<file path="src/cgat_params.svh">
`ifndef CGAT_PARAMS_SVH
`define CGAT_PARAMS_SVH

// =====================================================================
// register byte offsets
`define CGAT_OFF_CTRL 8'h00
`define CGAT_OFF_CMD 8'h04
`define CGAT_OFF_PARAM 8'h08
`define CGAT_OFF_CG_BASE 8'h0c
`define CGAT_OFF_CURSOR 8'h10
`define CGAT_OFF_FIELD 8'h14
`define CGAT_OFF_LINE 8'h18
`define CGAT_OFF_STATUS 8'h1c

// =====================================================================
// control register bit positions
`define CGAT_CTRL_FOLD 0
`define CGAT_CTRL_TALL 1
`define CGAT_CTRL_ROM 2

// =====================================================================
// command codes
`define CGAT_CMD_CG_BASE 8'h5c
`define CGAT_CMD_CSR_DIR 8'h4c
`define CGAT_CMD_CSR_WRITE 8'h46
`define CGAT_CMD_MEM_WRITE 8'h42

// =====================================================================
// reset values
`define CGAT_RST_FOLD 1'b0
`define CGAT_RST_TALL 1'b0
`define CGAT_RST_ROM 1'b1
`define CGAT_RST_CG_BASE 16'h0000
`define CGAT_RST_CURSOR 16'h0000
`define CGAT_RST_FX 4'h7
`define CGAT_RST_FY 4'h7
`define CGAT_RST_VC 8'h27
`define CGAT_RST_CR 8'h27
`define CGAT_RST_TCR 8'h2f

// =====================================================================
// line timing margin in bytes between display and total line length
`define CGAT_LINE_MARGIN 8'h04

`endif

</file>
<file path="src/cgat_pkg.sv">
`default_nettype none
package cgat_pkg;
    typedef enum logic [1:0] {
        CGAT_IDLE = 2'b00,
        CGAT_BASE = 2'b01,
        CGAT_CSR = 2'b11,
        CGAT_MWR = 2'b10
    } cgat_cmd_state_t;
endpackage
`default_nettype wire

</file>
<file path="src/cgat_addr_gen.sv">
`timescale 1ns/100ps
`default_nettype none
module cgat_addr_gen (
    // configuration
    input wire logic [15:0] cg_base_address,
    input wire logic tall_font_select,
    input wire logic code_bit6_fold,
    input wire logic rom_enable,
    // lookup
    input wire logic [7:0] char_code,
    input wire logic [3:0] row_index,
    output logic [15:0] font_addr,
    output logic use_cgram
);
    wire logic [7:0] eff_code;
    wire logic [15:0] code_part;
    wire logic [15:0] row_part;

    // second ram area e0..ff folds onto a0..bf, making the areas contiguous
    assign eff_code = (code_bit6_fold && char_code[7] && char_code[6]) ?
        {char_code[7], 1'b0, char_code[5:0]} : char_code;
    assign code_part = tall_font_select ? {4'h0, eff_code, 4'h0}
        : {5'h00, eff_code, 3'h0};
    assign row_part = tall_font_select ? {12'h000, row_index}
        : {13'h0000, row_index[2:0]};
    // carry out of bit 15 is dropped by the 16-bit target
    assign font_addr = cg_base_address + code_part + row_part;
    // 80..9f and e0..ff go to ram; without the rom every code does
    assign use_cgram = rom_enable ?
        (char_code[7] && (char_code[6] == char_code[5]))
        : 1'b1;
endmodule // cgat_addr_gen
`default_nettype wire

</file>
<file path="src/cgat_top.sv">
// Behaviour
// - tall fonts: code at bits 11..4, 4-bit row at 3..0, plus base.
// - short fonts: code at bits 10..3, 3-bit row at 2..0, plus base.
// - with folding on, code bit 6 cleared for the second ram area.
// - with rom in use, codes 80-9f and e0-ff go to ram, rest rom.
// - without the rom, every code is fetched from ram.
// - command 4c only returns the sequencer to idle; each data byte steps address.
// - size and count fields hold the quantity minus one.
// - leftover right-edge pixels are blanked whatever memory holds.
//
// The APB register port and the register offsets were chosen for this implementation.
`timescale 1ns/100ps
`default_nettype none
`include "cgat_params.svh"
module cgat_top (
    // clock and reset
    input wire logic pclk,
    input wire logic presetn,
    // apb slave
    input wire logic psel,
    input wire logic penable,
    input wire logic pwrite,
    input wire logic [7:0] paddr,
    input wire logic [31:0] pwdata,
    output logic [31:0] prdata,
    output logic pready,
    output logic pslverr,
    // font lookup from the display scan logic
    input wire logic fetch_req,
    input wire logic [7:0] fetch_code,
    input wire logic [3:0] fetch_row,
    output logic fetch_ack,
    output logic [15:0] fetch_addr,
    output logic fetch_cgram,
    // display memory write port
    output logic mem_we,
    output logic [15:0] mem_addr,
    output logic [7:0] mem_wdata,
    // pixel path
    input wire logic [12:0] pixel_x,
    input wire logic pixel_in,
    output logic pixel_out
);
    // =================================================================
    // state
    logic code_bit6_fold;
    logic tall_font_select;
    logic rom_enable;
    logic [15:0] cg_base_address;
    logic [15:0] cursor;
    logic [3:0] char_field_width;
    logic [3:0] char_field_height;
    logic [7:0] chars_per_line;
    logic [7:0] bytes_per_line;
    logic [7:0] total_line_length;
    logic param_hi;
    cgat_pkg::cgat_cmd_state_t cmd_state;
    cgat_pkg::cgat_cmd_state_t next_cmd_state;

    // =================================================================
    // apb decode
    wire logic access;
    wire logic wr;
    wire logic hit;
    wire logic wr_ctrl;
    wire logic wr_cmd;
    wire logic wr_param;
    wire logic wr_field;
    wire logic wr_line;
    wire logic [7:0] wbyte;

    assign access = psel && penable;
    assign wr = access && pwrite;
    assign hit = (paddr == `CGAT_OFF_CTRL) || (paddr == `CGAT_OFF_CMD) ||
        (paddr == `CGAT_OFF_PARAM) || (paddr == `CGAT_OFF_CG_BASE) ||
        (paddr == `CGAT_OFF_CURSOR) || (paddr == `CGAT_OFF_FIELD) ||
        (paddr == `CGAT_OFF_LINE) || (paddr == `CGAT_OFF_STATUS);
    assign wr_ctrl = wr && (paddr == `CGAT_OFF_CTRL);
    assign wr_cmd = wr && (paddr == `CGAT_OFF_CMD);
    assign wr_param = wr && (paddr == `CGAT_OFF_PARAM);
    assign wr_field = wr && (paddr == `CGAT_OFF_FIELD);
    assign wr_line = wr && (paddr == `CGAT_OFF_LINE);
    assign wbyte = pwdata[7:0];
    assign pready = 1'b1;
    assign pslverr = access && !hit;

    // =================================================================
    // line timing: fields hold quantity minus one
    wire logic [4:0] fx_count;
    wire logic [8:0] vc_count;
    wire logic [12:0] blank_start;
    wire logic [8:0] cr_expected;
    wire logic timing_ok;
    wire logic cr_match;

    assign fx_count = {1'b0, char_field_width} + 5'h01;
    assign vc_count = {1'b0, chars_per_line} + 9'h001;
    // first pixel past the last whole character field
    assign blank_start = 13'({4'h0, vc_count} * {8'h00, fx_count});
    // field width over 8 rounded up is 1 or 2 bytes
    assign cr_expected = fx_count[4] || (fx_count[3:0] > 4'h8) ?
        {vc_count[7:0], 1'b0} : vc_count;
    assign cr_match = ({1'b0, bytes_per_line} + 9'h001) == cr_expected;
    // [TC/R] >= [C/R] + 4 with both stored minus one
    assign timing_ok = {1'b0, total_line_length} >=
        ({1'b0, bytes_per_line} + {1'b0, `CGAT_LINE_MARGIN});

    // =================================================================
    // read mux
    always_comb begin
        prdata = 32'h0000_0000;
        if (access && !pwrite) begin
            case (paddr)
                `CGAT_OFF_CTRL: prdata = {29'h0000_0000, rom_enable,
                    tall_font_select, code_bit6_fold};
                `CGAT_OFF_CMD: prdata = {30'h0000_0000, cmd_state};
                `CGAT_OFF_CG_BASE: prdata = {16'h0000, cg_base_address};
                `CGAT_OFF_CURSOR: prdata = {16'h0000, cursor};
                `CGAT_OFF_FIELD: prdata = {8'h00, chars_per_line,
                    4'h0, char_field_height, 4'h0, char_field_width};
                `CGAT_OFF_LINE: prdata = {16'h0000, total_line_length,
                    bytes_per_line};
                `CGAT_OFF_STATUS: prdata = {3'h0, blank_start, 14'h0000,
                    cr_match, timing_ok};
                default: prdata = 32'h0000_0000;
            endcase
        end
    end

    // =================================================================
    // command sequencer
    always_comb begin
        next_cmd_state = cmd_state;
        if (wr_cmd) begin
            case (wbyte)
                `CGAT_CMD_CG_BASE: next_cmd_state = cgat_pkg::CGAT_BASE;
                `CGAT_CMD_CSR_WRITE: next_cmd_state = cgat_pkg::CGAT_CSR;
                `CGAT_CMD_MEM_WRITE: next_cmd_state = cgat_pkg::CGAT_MWR;
                default: next_cmd_state = cgat_pkg::CGAT_IDLE;
            endcase
        end else if (wr_param && param_hi) begin
            case (cmd_state)
                cgat_pkg::CGAT_BASE: next_cmd_state = cgat_pkg::CGAT_IDLE;
                cgat_pkg::CGAT_CSR: next_cmd_state = cgat_pkg::CGAT_IDLE;
                default: next_cmd_state = cmd_state;
            endcase
        end
    end

    always_ff @(posedge pclk or negedge presetn) begin
        if (!presetn) begin
            cmd_state <= cgat_pkg::CGAT_IDLE;
            param_hi <= 1'b0;
        end else begin
            cmd_state <= next_cmd_state;
            if (wr_cmd) begin
                param_hi <= 1'b0;
            end else if (wr_param) begin
                param_hi <= !param_hi;
            end
        end
    end

    // two-byte loads take the low byte first
    always_ff @(posedge pclk or negedge presetn) begin
        if (!presetn) begin
            cg_base_address <= `CGAT_RST_CG_BASE;
        end else if (wr_param && cmd_state == cgat_pkg::CGAT_BASE) begin
            if (param_hi) begin
                cg_base_address[15:8] <= wbyte;
            end else begin
                cg_base_address[7:0] <= wbyte;
            end
        end
    end

    // cursor only ever moves right: 4c is accepted and only returns the sequencer to idle
    always_ff @(posedge pclk or negedge presetn) begin
        if (!presetn) begin
            cursor <= `CGAT_RST_CURSOR;
        end else if (wr_param && cmd_state == cgat_pkg::CGAT_CSR) begin
            if (param_hi) begin
                cursor[15:8] <= wbyte;
            end else begin
                cursor[7:0] <= wbyte;
            end
        end else if (wr_param && cmd_state == cgat_pkg::CGAT_MWR) begin
            cursor <= cursor + 16'h0001;
        end
    end

    always_ff @(posedge pclk or negedge presetn) begin
        if (!presetn) begin
            mem_we <= 1'b0;
            mem_addr <= 16'h0000;
            mem_wdata <= 8'h00;
        end else begin
            mem_we <= wr_param && cmd_state == cgat_pkg::CGAT_MWR;
            if (wr_param && cmd_state == cgat_pkg::CGAT_MWR) begin
                mem_addr <= cursor;
                mem_wdata <= wbyte;
            end
        end
    end

    // =================================================================
    // configuration registers
    always_ff @(posedge pclk or negedge presetn) begin
        if (!presetn) begin
            code_bit6_fold <= `CGAT_RST_FOLD;
            tall_font_select <= `CGAT_RST_TALL;
            rom_enable <= `CGAT_RST_ROM;
            char_field_width <= `CGAT_RST_FX;
            char_field_height <= `CGAT_RST_FY;
            chars_per_line <= `CGAT_RST_VC;
            bytes_per_line <= `CGAT_RST_CR;
            total_line_length <= `CGAT_RST_TCR;
        end else begin
            if (wr_ctrl) begin
                code_bit6_fold <= pwdata[`CGAT_CTRL_FOLD];
                tall_font_select <= pwdata[`CGAT_CTRL_TALL];
                rom_enable <= pwdata[`CGAT_CTRL_ROM];
            end
            if (wr_field) begin
                char_field_width <= pwdata[3:0];
                char_field_height <= pwdata[11:8];
                chars_per_line <= pwdata[23:16];
            end
            if (wr_line) begin
                bytes_per_line <= pwdata[7:0];
                total_line_length <= pwdata[15:8];
            end
        end
    end

    // =================================================================
    // font lookup
    wire logic [15:0] gen_addr;
    wire logic gen_cgram;

    cgat_addr_gen u_addr_gen (
        .cg_base_address(cg_base_address),
        .tall_font_select(tall_font_select),
        .code_bit6_fold(code_bit6_fold),
        .rom_enable(rom_enable),
        .char_code(fetch_code),
        .row_index(fetch_row),
        .font_addr(gen_addr),
        .use_cgram(gen_cgram)
    );

    always_ff @(posedge pclk or negedge presetn) begin
        if (!presetn) begin
            fetch_ack <= 1'b0;
            fetch_addr <= 16'h0000;
            fetch_cgram <= 1'b0;
            pixel_out <= 1'b0;
        end else begin
            fetch_ack <= fetch_req;
            if (fetch_req) begin
                fetch_addr <= gen_addr;
                fetch_cgram <= gen_cgram;
            end
            pixel_out <= pixel_in && (pixel_x < blank_start);
        end
    end
endmodule // cgat_top
`default_nettype wire

</file>
<file path="config.mk">
export PLATFORM = sky130hd
export DESIGN_NAME = cgat_top
export DESIGN_NICKNAME = d
export VERILOG_FILES = /design/src/cgat_pkg.sv /design/src/cgat_addr_gen.sv /design/src/cgat_top.sv
export VERILOG_INCLUDE_DIRS = /design/src /design/src/src
export SDC_FILE = /design/constraint.sdc
export NUM_CORES = 1
export LEC_CHECK = 0
export ABC_AREA = 1
export BUFFER_PORTS_ARGS = -buffer_cell sky130_fd_sc_hd__buf_2
export CORE_MARGIN = 1
export CORE_UTILIZATION = 52
export DETAILED_ROUTE_END_ITERATION = 10
export GPL_ROUTABILITY_DRIVEN = 0
export PLACE_DENSITY = 0.87
export SETUP_SLACK_MARGIN = 0.1
export SYNTH_ARGS = -nofsm -noshare
export SYNTH_HDL_FRONTEND = slang
export SYNTH_SLANG_ARGS = --single-unit
export TNS_END_PERCENT = 10
</file>
<file path="constraint.sdc">
create_clock -name pclk -period 5.1 [get_ports pclk]
set_input_delay 0.255 -clock pclk [delete_from_list [all_inputs] [get_ports pclk]]
set_output_delay 0.255 -clock pclk [all_outputs]
set_load 0.005 [all_outputs]
</file>
==> metrics.md <==
| Metric | Value |
|---|---|
| Synthesized area per cell | `7.534 um2` |
| Number of I/O port buffers | `137` |
| Final Critical Period | `4.966 ns` |
| Reg power frac | `37.1%` |
| Synth area leaders | `dfrtp_1 27%, nand2_1 13%, ha_1 9.8%` |
| Nets | `1476` |
| Area of the multi-input gates | `5341 um2` |
| Tot GR Track Use | `29.76%` |
| Clock root cell | `clkbuf_16` |
| Crit Path Max Fanout | `6` |
| Slew HR | `31.49%` |
| CP bufs+invs | `6` |
| Worst slew pin tran | `1.028 ns` |
| WHS | `0.006976 ns` |
| Ys Warns | `0` |
| Leakage | `5.457 nW` |
| Internal power | `0.001893 W` |
| Final Skew | `0.008481 ns` |
| Die ar. | `17420 um2` |
| Synth Area in Compound Gates | `13.70%` |
| Initial antenna violation count | `0` |
| Share of the synthesized area in the top cell type | `26.78%` |
| Drt wl/cell | `16.65 um` |
| Setup crit start kind | `flip-flop` |
| Detail Placement HPWL | `18730 um` |
| Core area | `16520 um2` |
| Max Freq | `201.4 MHz` |
| Via count | `8817` |
| EDFF count, synth | `0` |
| CTS tree | `done` |
| Total grt overflow | `0` |
| Post-Synth XOR/XNOR Area | `2.991%` |
| Setup TNS | `0 ns` |
| Tot Pwr | `0.002516 W` |
| First-pass GRT wire length | `40770 um` |
| Seq cells post-synth | `114` |
| Fin crit share | `97.38%` |
| Post-Synth Adder-Cell Area | `14.84%` |
| Sw frac | `24.76%` |
| Async SR Flop Fraction | `100.0%` |
| Die W | `132.0 um` |
| Clock power share | `50.8%` |
| Yosys top cell by area | `dfrtp_1` |
| Mapped Cells | `1166` |
| Largest family of logic cells by synthesized area | `simple AND/OR/NAND/NOR gates` |
| Initial Util | `53.16%` |
| Reg2reg end | `pixel_out$_DFF_PN0_` |
| Top FF cell, synth | `dfrtp_1` |
| Hold Crit Class | `in -> async` |
| Max Root-Sink Buffers | `2` |
| Logic pwr share | `12.1%` |
| Final ANT Viol Nets | `0` |
| Met2 routed WL | `12000 um` |
| Worst r2r src | `char_field_width[0]$_DFFE_PN1P_` |
| WP data arrival | `4.71 ns` |
| Slowest cell on crit path | `dfstp_2` |
| Die Height | `132.0 um` |
| DR WL met3 | `2750 um` |
| Routed wire length | `25740 um` |
| Num Clock Sinks | `114` |
| Switching Power | `0.0006230 W` |
| Critical Path RT | `4.85 ns` |
| Skew-Pair Late Insertion Delay | `0.42 ns` |
| Fin. max-slew vios | `0` |
| Remaining DRCs | `0` |
| Setup slack, reg-to-reg | `0.17 ns` |
| Top cell family by delay on the critical path | `adder cells` |
| Drt first pass iters | `8` |
| Reg2Reg Depth | `22` |
| Syn Std Cell Area | `8785 um2` |
| # fillers | `1358` |
| Clock Pin Slew Worst Setup and Hold Paths | `0.05 ns` |
| Max cap viols | `0` |
| IO Pins | `150` |
| Peak supply drop | `0.2435 mV` |
| Synth cell types | `53` |
| TritonCTS Buffers | `17` |
| Row cnt | `47` |
| # hold bufs at CTS | `0` |
| Final WS setup | `0.1337 ns` |
| CTS HTree Levels | `4` |
| Synth Area in Simple Gates | `25.95%` |
| Largest net degree at the start of global routing | `82` |
| Vias in the first global route | `8478` |
| Status | `finished clean` |
| Sequential area share after synthesis | `32.76%` |
| Final hold viol count | `0` |
| Register Area | `2878 um2` |
| Diodes inserted | `0` |
| Crit-path max cell delay | `0.58 ns` |
| Post-synthesis mux area share | `0.6409%` |
| Share of cells above drive strength 1 | `22.25%` |
| CP Cell Sequence | `buf_4 > nand4_1 > nand2_4 > buf_4 > nor2_2 > fa_1 > fa_1 > inv_1 > fa_1 > inv_1 > ha_4 > nand2_1 > o21ai_2 > a21oi_2 > buf_4 > xor2_1 > o22ai_1 > buf_2` |
| Uppermost layer routed | `met4` |
| Pre-CTS setup slack | `0.04319 ns` |
| RSZ-0062 raised after global routing | `yes` |
| Worst setup EP type | `output pin` |
| Kind of critical path | `reg -> out` |
| Setup crit start | `char_field_width[0]$_DFFE_PN1P_` |
| Final Util | `63.91%` |
| PwrDens | `238.2 nW/um2` |
| Starting DRT DRC Count | `859` |
| P&R area growth vs syn | `20.23%` |
| Via density | `5.703` |
| WL met1 | `10030 um` |
| Final setup viols | `0` |
## final cells by class
cell class | count | share of cell area [%]
well taps | 220 | 2.606
repair buffers | 159 | 8.115
clock buffers | 23 | 4.526
inverters | 153 | 5.473
clock inverters | 9 | 1.457
flip-flops and latches | 114 | 27.25
multi-input cells | 868 | 50.57
## power by group through the flow
stage	clock network (W)	registers, W	logic, W
5_1_grt	0.00132	0.000934	0.000340
2_1_floorplan	0	0.000946	0.000161
6_report	0.00128	0.000933	0.000306
3_3_place_gp	0	0.000947	0.000253
3_5_place_dp	0	0.000947	0.000264
4_1_cts	0.00128	0.000933	0.000273
## layout by cell type (no fill, tap or decap), types with 12 or more instances in the layout
| master | n |
|---|---|
| a21oi_1 | 48 |
| nor3_1 | 16 |
| o21ai_0 | 69 |
| dfrtp_1 | 94 |
| dfstp_2 | 20 |
| ha_1 | 62 |
| clkbuf_16 | 17 |
| inv_1 | 139 |
| nand3_1 | 63 |
| buf_4 | 22 |
| buf_2 | 136 |
| fa_1 | 22 |
| nor2_1 | 85 |
| nand2_1 | 302 |
| o21ai_1 | 30 |
| inv_2 | 12 |
| xor2_1 | 20 |
## worst register-to-register path, cell delays in order, from the launching register on
cell     delay, ns
dfstp_2       0.58
buf_4         0.14
nand4_1       0.23
nand2_4       0.21
buf_4         0.13
nor2_2        0.04
fa_1          0.47
fa_1          0.55
inv_1         0.05
fa_1          0.53
inv_1         0.06
ha_4          0.30
nand2_1       0.10
o21ai_2       0.17
a21oi_2       0.06
buf_4         0.14
xor2_1        0.17
ha_1          0.29
inv_1         0.05
nor3_1        0.23
a21oi_1       0.10
nor3_1        0.14
nor3_1        0.08
## cell usage after synthesis (3+ instances only)
library cell	count
xor2_1	23
or2_2	5
o31ai_1	3
o21ai_0	70
o22ai_1	11
buf_4	6
nor4_1	3
nor2_4	5
o221ai_1	5
o211ai_1	4
clkbuf_1	4
a221oi_1	8
o21ai_1	31
nor3_2	3
buf_6	7
a31oi_1	4
nor3_1	17
buf_2	14
xnor2_1	7
nand4_1	11
dfrtp_1	94
nand3_1	64
o21ai_2	4
mux2_2	5
a22oi_1	5
inv_1	143
inv_2	9
a21oi_1	54
nand2_2	8
dfstp_2	20
ha_1	69
nor2_2	4
nand2_1	305
fa_1	22
nor2_1	94
## how the worst max path moves through the flow
| stage | to | slack [ns] | cells after the start |
|---|---|---|---|
| final | prdata[23] | 0.13 | 18 |
| after global routing | prdata[25] | -0.004 | 20 |
| after CTS | prdata[25] | 0.08 | 20 |
| after detailed placement | pixel_out$_DFF_PN0_ | 0.04 | 22 |
| after global placement | pixel_out$_DFF_PN0_ | 0.16 | 19 |
| after floorplan | pixel_out$_DFF_PN0_ | 0.48 | 23 |
## timing repair
item	CTS	global route
resized for setup	18	33
setup endpoints to repair	5	8
setup buffers	6	9
gates cloned	0	0
pin swaps	2	14
## kinds of logic after synthesis
kind of cell | count (synthesis)
buffers and inverters | 186
xor gates and xnor gates | 30
DFF | 114
AOI/OAI and AO/OA | 211
other | 2
muxes | 5
and+or+nand+nor | 527
adders and majority gates | 91
## flip-flops by register name (all words and copies together), names as in the netlist
name,cells
fetch_ack,1
code_bit6_fold,1
pixel_out,1
total_line_length,8
cmd_state,2
tall_font_select,1
mem_we,1
chars_per_line,8
fetch_cgram,1
bytes_per_line,8
char_field_width,4
mem_wdata,8
fetch_addr,16
rom_enable,1
mem_addr,16
param_hi,1
cg_base_address,16
char_field_height,4
cursor,16
## per-layer routing
layer  vias up  track usage (%)
met1      4101            37.09
met4         0            15.25
met2       512            47.03
met3        89            8.651
met5         -                0
li1       4115                -
## per-stage QoR
stage,area (um2),cells
2_1_floorplan,8792,1168
3_3_place_gp,9590,1499
3_5_place_dp,9590,1499
4_1_cts,10340,1537
5_1_grt,10560,1546
6_report,10560,1546
(Power assumes the default switching activity.)
